**config.mk**
```make
export PLATFORM = sky130hd
export DESIGN_NAME = txrs_bank
export DESIGN_NICKNAME = d
export VERILOG_FILES = /design/src/rtl/txrs_pkg.sv /design/src/rtl/txrs_bank.sv
export SDC_FILE = /design/constraint.sdc
export NUM_CORES = 1
export LEC_CHECK = 0
export CORE_ASPECT_RATIO = 0.7
export CORE_MARGIN = 8
export CORE_UTILIZATION = 55
export DETAILED_ROUTE_END_ITERATION = 7
export DONT_BUFFER_PORTS = 1
export GPL_ROUTABILITY_DRIVEN = 0
export HOLD_SLACK_MARGIN = 0.12
export PLACE_DENSITY = 0.7
export SYNTH_ARGS = -nofsm -noshare
export SYNTH_HDL_FRONTEND = slang
export SYNTH_SLANG_ARGS = --single-unit
```
**constraint.sdc**
```tcl
create_clock -name pclk -period 5.6 [get_ports pclk]
set_input_delay 0.28 -clock pclk [delete_from_list [all_inputs] [get_ports pclk]]
set_output_delay 0.28 -clock pclk [all_outputs]
set_load 0.01 [all_outputs]
```
**src/rtl/txrs_pkg.sv**
```systemverilog
/*
 * txrs_pkg: constants and carriers for the transmit timing / receive
 * security status register bank. Assumes an APB slave with 32-bit data.
 */
package txrs_pkg;
    // register indices; the APB byte address is four times the index
    localparam logic [7:0] SECURITY_CONTROL_ONE_IDX = 8'h2D;
    localparam logic [7:0] TX_STABILIZATION_IDX = 8'h2E;
    localparam logic [7:0] RX_MAC_STATUS_IDX = 8'h30;
    localparam logic [11:0] SECURITY_CONTROL_ONE_ADDR = {2'h0, SECURITY_CONTROL_ONE_IDX, 2'h0};
    localparam logic [11:0] TX_STABILIZATION_ADDR = {2'h0, TX_STABILIZATION_IDX, 2'h0};
    localparam logic [11:0] RX_MAC_STATUS_ADDR = {2'h0, RX_MAC_STATUS_IDX, 2'h0};
    localparam logic [11:0] MONITOR_CONFIG_ADDR = 12'h100;
    localparam logic [11:0] IRQ_STATUS_ADDR = 12'h104;
    localparam logic [11:0] IRQ_MASK_ADDR = 12'h108;
    localparam logic [11:0] TX_CONTROL_ADDR = 12'h10C;
    localparam logic [11:0] TX_STATUS_ADDR = 12'h110;

    // field positions
    localparam int ENCRYPT_DISABLE_BIT = 0;
    localparam int VCO_SETTLE_LSB = 4;
    localparam int MIN_GAP_LSB = 0;
    localparam int MIC_ERR_BIT = 6;
    localparam int BAT_LOW_BIT = 5;
    localparam int DECRYPT_ERR_BIT = 2;
    localparam int MON_ENABLE_BIT = 4;
    localparam int MON_THRESH_LSB = 0;

    // reset values, advised settle and minimum SIFS
    localparam logic [3:0] VCO_SETTLE_RESET = 4'h7;
    localparam logic [3:0] VCO_SETTLE_ADVISED = 4'h9;
    localparam logic [3:0] MIN_GAP_RESET = 4'h5;
    localparam logic [3:0] MIN_SIFS_SYMBOLS = 4'hC;

    // timing: one symbol is 16 us at a 25 MHz clock
    localparam int CLK_MHZ = 25;
    localparam int SYMBOL_US = 16;
    localparam int SYMBOL_CYCLES = SYMBOL_US * CLK_MHZ;

    // interrupt status bits
    localparam int IRQ_MIC = 0;
    localparam int IRQ_DECRYPT = 1;
    localparam int IRQ_BATLOW = 2;
    localparam int IRQ_TXDONE = 3;
    localparam int IRQ_W = 4;

    typedef enum logic [1:0] {
        TXRS_IDLE = 2'b00,
        TXRS_SETTLE = 2'b01,
        TXRS_SEND = 2'b10,
        TXRS_GAP = 2'b11
    } txrs_tx_state_e;

    // what the transmit datapath is told for one frame
    typedef struct packed {
        logic start;
        logic encrypt;
    } txrs_tx_cmd_s;

    // receive security events from the rest of the device
    typedef struct packed {
        logic mic_error;
        logic decrypt_error;
        logic decrypt_ok;
    } txrs_rx_event_s;
endpackage : txrs_pkg

```
**src/rtl/txrs_bank.sv**
```systemverilog
/*
 * txrs_bank: transmit stabilization / interframe timing, encryption bypass
 * and receive security status, as an APB slave with a level interrupt.
 * Assumes pclk at 25 MHz, events from same-clock logic, and the supply
 * level and frame done inputs arriving asynchronously from analog/pins.
 */
// Chosen here: the APB interface to the registers.
`timescale 1ns/1ns
module txrs_bank #(
    parameter int SYMBOL_CYCLES = txrs_pkg::SYMBOL_CYCLES,
    parameter int THRESH_W = 4
) (
    input wire logic pclk,
    input wire logic presetn,
    input wire logic psel,
    input wire logic penable,
    input wire logic pwrite,
    input wire logic [11:0] paddr,
    input wire logic [31:0] pwdata,
    input wire logic [3:0] pstrb,
    output logic [31:0] prdata,
    output logic pready,
    output logic pslverr,
    input wire logic tx_request,
    input wire logic tx_secure,
    input wire logic tx_frame_done,
    input wire txrs_pkg::txrs_rx_event_s rx_event,
    input wire logic supply_below_threshold,
    output txrs_pkg::txrs_tx_cmd_s tx_cmd,
    output logic tx_busy,
    output logic irq,
    output logic battery_monitor_enable,
    output logic [THRESH_W-1:0] battery_threshold
);

    if (SYMBOL_CYCLES < 2 || SYMBOL_CYCLES > 65535 || THRESH_W != 4) begin : g_bad_params
        $error("txrs_bank: unsupported parameter values");
    end

    // one register decoder, used by both the write and the read path
    function automatic logic is_reg(input logic [11:0] a, input logic [11:0] r);
        return a == r;
    endfunction : is_reg

    logic encrypt_disable;
    logic [3:0] vco_settle_symbols;
    logic [3:0] min_short_gap_symbols;
    logic upper_layer_mic_error;
    logic battery_low_flag;
    logic decrypt_error_flag;
    logic [txrs_pkg::IRQ_W-1:0] irq_status;
    logic [txrs_pkg::IRQ_W-1:0] irq_mask;
    logic [txrs_pkg::IRQ_W-1:0] irq_events;
    logic bat_meta;
    logic bat_sync;
    logic bat_sync_q;
    logic done_meta;
    logic done_sync;
    logic done_sync_q;
    logic frame_done_pulse;
    logic [15:0] sym_div;
    logic sym_tick;
    logic [3:0] sym_left;
    txrs_pkg::txrs_tx_state_e state;
    logic pending;
    logic pending_secure;

    // accesses complete with zero wait states
    wire logic wr_en = psel && penable && pwrite && pstrb[0];
    wire logic known = is_reg(paddr, txrs_pkg::SECURITY_CONTROL_ONE_ADDR)
        || is_reg(paddr, txrs_pkg::TX_STABILIZATION_ADDR) || is_reg(paddr, txrs_pkg::RX_MAC_STATUS_ADDR)
        || is_reg(paddr, txrs_pkg::MONITOR_CONFIG_ADDR) || is_reg(paddr, txrs_pkg::IRQ_STATUS_ADDR)
        || is_reg(paddr, txrs_pkg::IRQ_MASK_ADDR) || is_reg(paddr, txrs_pkg::TX_CONTROL_ADDR)
        || is_reg(paddr, txrs_pkg::TX_STATUS_ADDR);

    // asynchronous inputs: two flops before any logic
    always_ff @(posedge pclk or negedge presetn) begin
        if (!presetn) begin
            bat_meta <= 1'b0;
            bat_sync <= 1'b0;
            done_meta <= 1'b0;
            done_sync <= 1'b0;
        end else begin
            bat_meta <= supply_below_threshold;
            bat_sync <= bat_meta;
            done_meta <= tx_frame_done;
            done_sync <= done_meta;
        end
    end

    // edge detectors read only the second stage
    always_ff @(posedge pclk or negedge presetn) begin
        if (!presetn) begin
            bat_sync_q <= 1'b0;
            done_sync_q <= 1'b0;
        end else begin
            bat_sync_q <= bat_sync;
            done_sync_q <= done_sync;
        end
    end
    assign frame_done_pulse = done_sync && !done_sync_q;

    // security control: only the encryption bypass lives here
    always_ff @(posedge pclk or negedge presetn) begin
        if (!presetn) begin
            encrypt_disable <= 1'b0;
        end else if (wr_en && is_reg(paddr, txrs_pkg::SECURITY_CONTROL_ONE_ADDR)) begin
            encrypt_disable <= pwdata[txrs_pkg::ENCRYPT_DISABLE_BIT];
        end
    end

    // stabilization register; sum of twelve is left to software
    always_ff @(posedge pclk or negedge presetn) begin
        if (!presetn) begin
            vco_settle_symbols <= txrs_pkg::VCO_SETTLE_RESET;
            min_short_gap_symbols <= txrs_pkg::MIN_GAP_RESET;
        end else if (wr_en && is_reg(paddr, txrs_pkg::TX_STABILIZATION_ADDR)) begin
            vco_settle_symbols <= pwdata[txrs_pkg::VCO_SETTLE_LSB +: 4];
            min_short_gap_symbols <= pwdata[txrs_pkg::MIN_GAP_LSB +: 4];
        end
    end

    // monitor config is driven out to the analog monitor
    always_ff @(posedge pclk or negedge presetn) begin
        if (!presetn) begin
            battery_monitor_enable <= 1'b0;
            battery_threshold <= '0;
        end else if (wr_en && is_reg(paddr, txrs_pkg::MONITOR_CONFIG_ADDR)) begin
            battery_monitor_enable <= pwdata[txrs_pkg::MON_ENABLE_BIT];
            battery_threshold <= pwdata[txrs_pkg::MON_THRESH_LSB +: THRESH_W];
        end
    end

    // mic error sticky, write-one clears; a new event wins over the clear
    always_ff @(posedge pclk or negedge presetn) begin
        if (!presetn) begin
            upper_layer_mic_error <= 1'b0;
        end else if (rx_event.mic_error) begin
            upper_layer_mic_error <= 1'b1;
        end else if (wr_en && is_reg(paddr, txrs_pkg::RX_MAC_STATUS_ADDR)
                     && pwdata[txrs_pkg::MIC_ERR_BIT]) begin
            upper_layer_mic_error <= 1'b0;
        end
    end

    // decrypt status follows the last frame's result, read-only
    always_ff @(posedge pclk or negedge presetn) begin
        if (!presetn) begin
            decrypt_error_flag <= 1'b0;
        end else if (rx_event.decrypt_error) begin
            decrypt_error_flag <= 1'b1;
        end else if (rx_event.decrypt_ok) begin
            decrypt_error_flag <= 1'b0;
        end
    end

    // battery flag only meaningful while the monitor runs
    always_ff @(posedge pclk or negedge presetn) begin
        if (!presetn) begin
            battery_low_flag <= 1'b0;
        end else begin
            battery_low_flag <= bat_sync && battery_monitor_enable;
        end
    end

    // interrupt events: one cycle each
    always_comb begin
        irq_events = '0;
        irq_events[txrs_pkg::IRQ_MIC] = rx_event.mic_error;
        irq_events[txrs_pkg::IRQ_DECRYPT] = rx_event.decrypt_error;
        irq_events[txrs_pkg::IRQ_BATLOW] = bat_sync && !bat_sync_q && battery_monitor_enable;
        irq_events[txrs_pkg::IRQ_TXDONE] = (state == txrs_pkg::TXRS_GAP) && sym_tick && sym_left == 4'h0;
    end

    // sticky status, write-one clear, set beats clear per bit
    always_ff @(posedge pclk or negedge presetn) begin
        if (!presetn) begin
            irq_status <= '0;
        end else if (wr_en && is_reg(paddr, txrs_pkg::IRQ_STATUS_ADDR)) begin
            irq_status <= (irq_status & ~pwdata[txrs_pkg::IRQ_W-1:0]) | irq_events;
        end else begin
            irq_status <= irq_status | irq_events;
        end
    end

    always_ff @(posedge pclk or negedge presetn) begin
        if (!presetn) begin
            irq_mask <= '0;
        end else if (wr_en && is_reg(paddr, txrs_pkg::IRQ_MASK_ADDR)) begin
            irq_mask <= pwdata[txrs_pkg::IRQ_W-1:0];
        end
    end

    // registered interrupt lags the status by one cycle
    always_ff @(posedge pclk or negedge presetn) begin
        if (!presetn) begin
            irq <= 1'b0;
        end else begin
            irq <= |(irq_status & irq_mask);
        end
    end

    // symbol-period enable: free running divider
    always_ff @(posedge pclk or negedge presetn) begin
        if (!presetn) begin
            sym_div <= '0;
        end else if (sym_div == 16'(SYMBOL_CYCLES - 1)) begin
            sym_div <= '0;
        end else begin
            sym_div <= sym_div + 16'h0001;
        end
    end
    assign sym_tick = sym_div == 16'(SYMBOL_CYCLES - 1);

    // one request waits while a frame is in flight
    always_ff @(posedge pclk or negedge presetn) begin
        if (!presetn) begin
            pending <= 1'b0;
            pending_secure <= 1'b0;
        end else if (tx_request) begin
            pending <= 1'b1;
            pending_secure <= tx_secure;
        end else if (state == txrs_pkg::TXRS_IDLE && pending) begin
            pending <= 1'b0;
        end
    end

    // settle, send, then hold the short gap before the next frame
    always_ff @(posedge pclk or negedge presetn) begin
        if (!presetn) begin
            state <= txrs_pkg::TXRS_IDLE;
            sym_left <= 4'h0;
            tx_cmd <= '0;
        end else begin
            tx_cmd.start <= 1'b0;
            unique case (state)
                txrs_pkg::TXRS_IDLE: begin
                    if (pending) begin
                        state <= txrs_pkg::TXRS_SETTLE;
                        sym_left <= vco_settle_symbols;
                        // bypass chosen once per frame, not mid-frame
                        tx_cmd.encrypt <= pending_secure && !encrypt_disable;
                    end
                end
                txrs_pkg::TXRS_SETTLE: begin
                    if (sym_left == 4'h0) begin
                        state <= txrs_pkg::TXRS_SEND;
                        tx_cmd.start <= 1'b1;
                    end else if (sym_tick) begin
                        sym_left <= sym_left - 4'h1;
                    end
                end
                txrs_pkg::TXRS_SEND: begin
                    if (frame_done_pulse) begin
                        state <= txrs_pkg::TXRS_GAP;
                        sym_left <= min_short_gap_symbols;
                    end
                end
                txrs_pkg::TXRS_GAP: begin
                    if (sym_tick) begin
                        if (sym_left == 4'h0) begin
                            state <= txrs_pkg::TXRS_IDLE;
                        end else begin
                            sym_left <= sym_left - 4'h1;
                        end
                    end
                end
            endcase
        end
    end

    always_ff @(posedge pclk or negedge presetn) begin
        if (!presetn) begin
            tx_busy <= 1'b0;
        end else begin
            tx_busy <= state != txrs_pkg::TXRS_IDLE;
        end
    end

    // read mux; reserved bits, status bit 7 among them, read zero
    always_ff @(posedge pclk or negedge presetn) begin
        if (!presetn) begin
            prdata <= '0;
        end else begin
            prdata <= '0;
            if (psel && !penable && !pwrite) begin
                if (is_reg(paddr, txrs_pkg::SECURITY_CONTROL_ONE_ADDR)) begin
                    prdata[txrs_pkg::ENCRYPT_DISABLE_BIT] <= encrypt_disable;
                end else if (is_reg(paddr, txrs_pkg::TX_STABILIZATION_ADDR)) begin
                    prdata[7:0] <= {vco_settle_symbols, min_short_gap_symbols};
                end else if (is_reg(paddr, txrs_pkg::RX_MAC_STATUS_ADDR)) begin
                    prdata[txrs_pkg::MIC_ERR_BIT] <= upper_layer_mic_error;
                    prdata[txrs_pkg::BAT_LOW_BIT] <= battery_low_flag;
                    prdata[txrs_pkg::DECRYPT_ERR_BIT] <= decrypt_error_flag;
                end else if (is_reg(paddr, txrs_pkg::MONITOR_CONFIG_ADDR)) begin
                    prdata[txrs_pkg::MON_ENABLE_BIT] <= battery_monitor_enable;
                    prdata[txrs_pkg::MON_THRESH_LSB +: THRESH_W] <= battery_threshold;
                end else if (is_reg(paddr, txrs_pkg::IRQ_STATUS_ADDR)) begin
                    prdata[txrs_pkg::IRQ_W-1:0] <= irq_status;
                end else if (is_reg(paddr, txrs_pkg::IRQ_MASK_ADDR)) begin
                    prdata[txrs_pkg::IRQ_W-1:0] <= irq_mask;
                end else if (is_reg(paddr, txrs_pkg::TX_STATUS_ADDR)) begin
                    prdata[1:0] <= state;
                end
            end
        end
    end

    // pready high in access phase; unmapped addresses error
    always_ff @(posedge pclk or negedge presetn) begin
        if (!presetn) begin
            pready <= 1'b0;
            pslverr <= 1'b0;
        end else begin
            pready <= psel && !penable;
            pslverr <= psel && !penable && !known;
        end
    end

    a_settle_reset: assert property (@(posedge pclk) $rose(presetn)
        |-> vco_settle_symbols == txrs_pkg::VCO_SETTLE_RESET && min_short_gap_symbols == txrs_pkg::MIN_GAP_RESET)
        else $error("stabilization fields not at reset values");
    a_encrypt_bypass: assert property (@(posedge pclk) disable iff (!presetn)
        state == txrs_pkg::TXRS_IDLE && pending && encrypt_disable |=> !tx_cmd.encrypt)
        else $error("frame encrypted while bypass set");
    a_settle_load: assert property (@(posedge pclk) disable iff (!presetn)
        state == txrs_pkg::TXRS_IDLE && pending |=> sym_left == $past(vco_settle_symbols))
        else $error("settle count not loaded");
    a_no_early_start: assert property (@(posedge pclk) disable iff (!presetn)
        tx_cmd.start |-> $past(state) == txrs_pkg::TXRS_SETTLE)
        else $error("frame started without settling");
    a_gap_load: assert property (@(posedge pclk) disable iff (!presetn)
        state == txrs_pkg::TXRS_SEND && frame_done_pulse |=> state == txrs_pkg::TXRS_GAP
        && sym_left == $past(min_short_gap_symbols))
        else $error("gap count not loaded");
    a_mic_set: assert property (@(posedge pclk) disable iff (!presetn)
        rx_event.mic_error |=> upper_layer_mic_error)
        else $error("mic error flag not set");
    a_mic_clear: assert property (@(posedge pclk) disable iff (!presetn)
        wr_en && is_reg(paddr, txrs_pkg::RX_MAC_STATUS_ADDR) && pwdata[txrs_pkg::MIC_ERR_BIT]
        && !rx_event.mic_error |=> !upper_layer_mic_error)
        else $error("mic error flag not cleared");
    a_battery_flag: assert property (@(posedge pclk) disable iff (!presetn)
        battery_low_flag |-> $past(bat_sync) && $past(battery_monitor_enable))
        else $error("battery flag without low supply");
    a_bit7_zero: assert property (@(posedge pclk) disable iff (!presetn)
        pready && $past(is_reg(paddr, txrs_pkg::RX_MAC_STATUS_ADDR)) |-> prdata[7] == 1'b0)
        else $error("status bit 7 read as one");
    a_decrypt_flag: assert property (@(posedge pclk) disable iff (!presetn)
        rx_event.decrypt_error |=> decrypt_error_flag)
        else $error("decrypt error not flagged");
    c_frame_sent: cover property (@(posedge pclk) disable iff (!presetn) tx_cmd.start);
    c_bypass: cover property (@(posedge pclk) disable iff (!presetn) tx_cmd.start && !tx_cmd.encrypt);
    c_irq: cover property (@(posedge pclk) disable iff (!presetn) $rose(irq));
    c_mic_race: cover property (@(posedge pclk) disable iff (!presetn)
        rx_event.mic_error && wr_en && is_reg(paddr, txrs_pkg::RX_MAC_STATUS_ADDR));
endmodule : txrs_bank

```
==> impl_metrics.yaml <==
timing:
  finalHoldViolations: 0
  period_share_pct: 42.6
  tns_ns: 0
  timing.final.max_slew_violations: 0
  hold_ws_ns: 0.139
  final.setup_skew_ns: 0.0193
  maxSlewHeadroom_pct: 45.5
  tightest_slew_ns: 0.811
  period_minus_slack_ns: 2.39
  max_freq_ghz: 0.419
  setup-violations-final: 0
  rsz0062_at_grt: "no"
cts:
  ctsResizeCount: 0
  cts_root_buffer: "clkbuf_8"
  clock_sinks: 69
  clk_latency_ns: 0.35
  tritoncts: "done"
  clockBufferDepth: 2
  htreeDepth: 3
  cts_buffers: 9
  path_clk_slew_ns: 0.08
critical_path:
  criticalPathCategory: "register to register"
  worst_path_max_delay_cell: "or4_1"
  critPathTopFamily: "simple AND/OR/NAND/NOR gates"
  startpoint_type: "register"
  r2r-start: "sym_div[4]$_DFF_PN0_"
  r2r_end: "state[1]$_DFFE_PN0P_"
  cpPeakStageDelay_ns: 0.58
  r2r_slack_ns: 3.21
  cp_data_arrival_time_ns: 2.63
  worst_setup_path_end_kind: "register"
  required_ns: 5.85
  crit_fanout: 4
  crit_buf_inv: 0
  crit_cells: 5
  rr_worst_depth: 5
  cp_cell_sequence: "or4_1, or4_4, o22ai_1, o211a_1, mux2_2"
run:
  maxCapViolations: 0
synth:
  syn_area_per_cell_um2: 11.2
  synth-edff-count: 0
  synth_area_mm2: 0.00347
  synth.distinct_cells: 54
  synthArstFlopShare_pct: 100
  ys_seq_area_share_pct: 49.9
  ys_seq_elements: 69
  synthFlopType: "dfrtp_1"
  yosys_warnings: 0
  netlist_instances: 311
drt:
  drtPass1Iterations: 5
  drtIter0Drc: 168
  wl_um: 7710
  vias_per_cell: 5.68
  vias: 2382
  ant_nets: 0
  wire_per_inst_um: 18.4
  drc_errors: 0
power:
  power_leakage_nw: 1.77
  power.density_mw_per_mm2: 323
  power_mw: 1.25
  vdd_drop_max_uv: 210
outcome:
  status: "finished, final reports clean"
global_route:
  grt_pass1_wl_um: 12400
  grt_pass1_vias: 2323
  grt_max_degree: 70
  antenna_found_initial: 0
  grt.total_usage_pct: 17.4
  overflow: 0
floorplan:
  die-width_um: 111
  start_util_pct: 56.4
  design.core.area_mm2: 0.00616
  rows: 24
  ios: 103
  die-area_mm2: 0.00916
  die_height_um: 82.5
hold_path:
  holdPathEnd: "irq_status[3]$_DFF_PN0_"
  hp-class: "primary input to register"
  min_from: "pwdata[3]"
  holdPathStages: 2
layout:
  multi_input_area_mm2: 0.00157
  antenna_cells: 0
  nets: 403
  seqCellArea_mm2: 0.00173
  syn_to_final_growth_pct: 11.5
  fillers: 486
  final_layout_size_suffix_gt1_share_pct: 16.1
placed_design:
  hpwlAfterDp_um: 5600
  portBuffers: 0
[metal layers]
metal  vias up  track usage [%]  routed length (um)
met5         -                0                   0
met3         9             6.78                 689
met2        97             23.3                3170
li1       1099                -                   -
met1      1177             25.0                3790
met4         0             5.64                  63
[how the worst max path moves through the flow]
stage | start | to | slack [ns]
floorplan | sym_div[4]$_DFF_PN0_ | state[1]$_DFFE_PN0P_ | 3.36
global placement | sym_div[4]$_DFF_PN0_ | state[1]$_DFFE_PN0P_ | 3.26
detailed placement | sym_div[4]$_DFF_PN0_ | state[1]$_DFFE_PN0P_ | 3.21
CTS | sym_div[4]$_DFF_PN0_ | state[1]$_DFFE_PN0P_ | 3.22
global route | sym_div[4]$_DFF_PN0_ | state[1]$_DFFE_PN0P_ | 3.16
finish | sym_div[4]$_DFF_PN0_ | state[1]$_DFFE_PN0P_ | 3.21
[cell usage in the layout, fill, tap and decap left out, drive strengths merged, types with 2 or more instances in the layout]
cell type    count
dfrtp           64
nor2            25
nand2           24
conb            24
mux2            23
dlygate4sd3     19
inv             15
clkbuf          12
a22oi            9
o21ai            9
xnor2            9
nand3            9
xor2             8
ha               7
or4              7
nor3             6
nor4             6
a21o             5
mux2i            5
dfstp            5
nand2b           4
nor2b            4
and2             4
nand4            3
o22ai            3
a21oi            3
and4             3
and3             3
clkinv           2
nor3b            2
[cells in the mapped netlist (all sizes together), types with 2 or more instances]
cell / n / area [um2]
nor2: 25 / 93.8
dfrtp: 64 / 1600
nand2: 24 / 90.1
a22oi: 9 / 67.6
a21o: 5 / 37.5
o21ai: 9 / 45.0
mux2: 23 / 274
and2: 4 / 25.0
or4: 7 / 56.3
ha: 7 / 87.6
o22ai: 3 / 18.8
nor3: 6 / 41.3
mux2i: 5 / 50.1
inv: 15 / 56.3
a21oi: 3 / 15.0
nor3b: 2 / 20.0
nand4: 3 / 18.8
nor2b: 4 / 25.0
nand3: 9 / 57.6
and3: 3 / 18.8
nor4: 6 / 73.8
nand2b: 4 / 25.0
buf: 26 / 195
and4: 3 / 26.3
clkbuf: 3 / 11.3
dfstp: 5 / 131
xor2: 8 / 70.1
xnor2: 9 / 78.8
[state kept, by name, indices dropped and copies added, names as in the netlist, 2 cells and up]
name and flops:
battery_threshold 4, prdata 8, irq_status 4, sym_left 4
tx_cmd 2, irq_mask 4, min_short_gap_symbols 4, vco_settle_symbols 4
state 2, sym_div 16
[power by group]
group | switching [mW] | internal [mW]
combinational | 0.149 | 0.123
sequential | 0.0346 | 0.534
clock | 0.180 | 0.228
total | 0.364 | 0.885
[final cells by class]
| cell class | instances | area share, % |
|---|---|---|
| Clock buffer | 12 | 4.01 |
| Clock inverter | 4 | 1.23 |
| Inverter | 15 | 1.45 |
| Multi-Input combinational cell | 221 | 40.4 |
| Sequential cell | 69 | 44.7 |
| Tap cell | 78 | 2.52 |
| Timing Repair Buffer | 20 | 5.62 |
[through the flow]
step | cells | instance area [um2] | utilization [%] | worst slack [ns]
finish | 419 | 3870 | 62.9 | 3.21
floorplan | 334 | 3560 | - | 3.36
CTS | 419 | 3870 | 62.9 | 3.22
detailed placement | 383 | 3450 | 56.1 | 3.21
global placement | 383 | 3450 | 56.1 | 3.26
global route | 419 | 3870 | 62.9 | 3.16
[repair_timing]
action	CTS	global route
hold endpoints to repair	98	0
setup endpoints to repair	0	0
hold buffers	20	0
setup buffers	0	0
[cell families after synthesis]
kind of cell	share of synthesized area (%)
AOI/OAI and AO/OA	7.81
xor gates and xnor gates	4.29
adders and majority gates	2.52
and+or+nand+nor	18.5
buffers and inverters	7.56
muxes	9.33
DFF	49.9
other	0.108
Note: power is estimated with default switching activity, not from simulation.
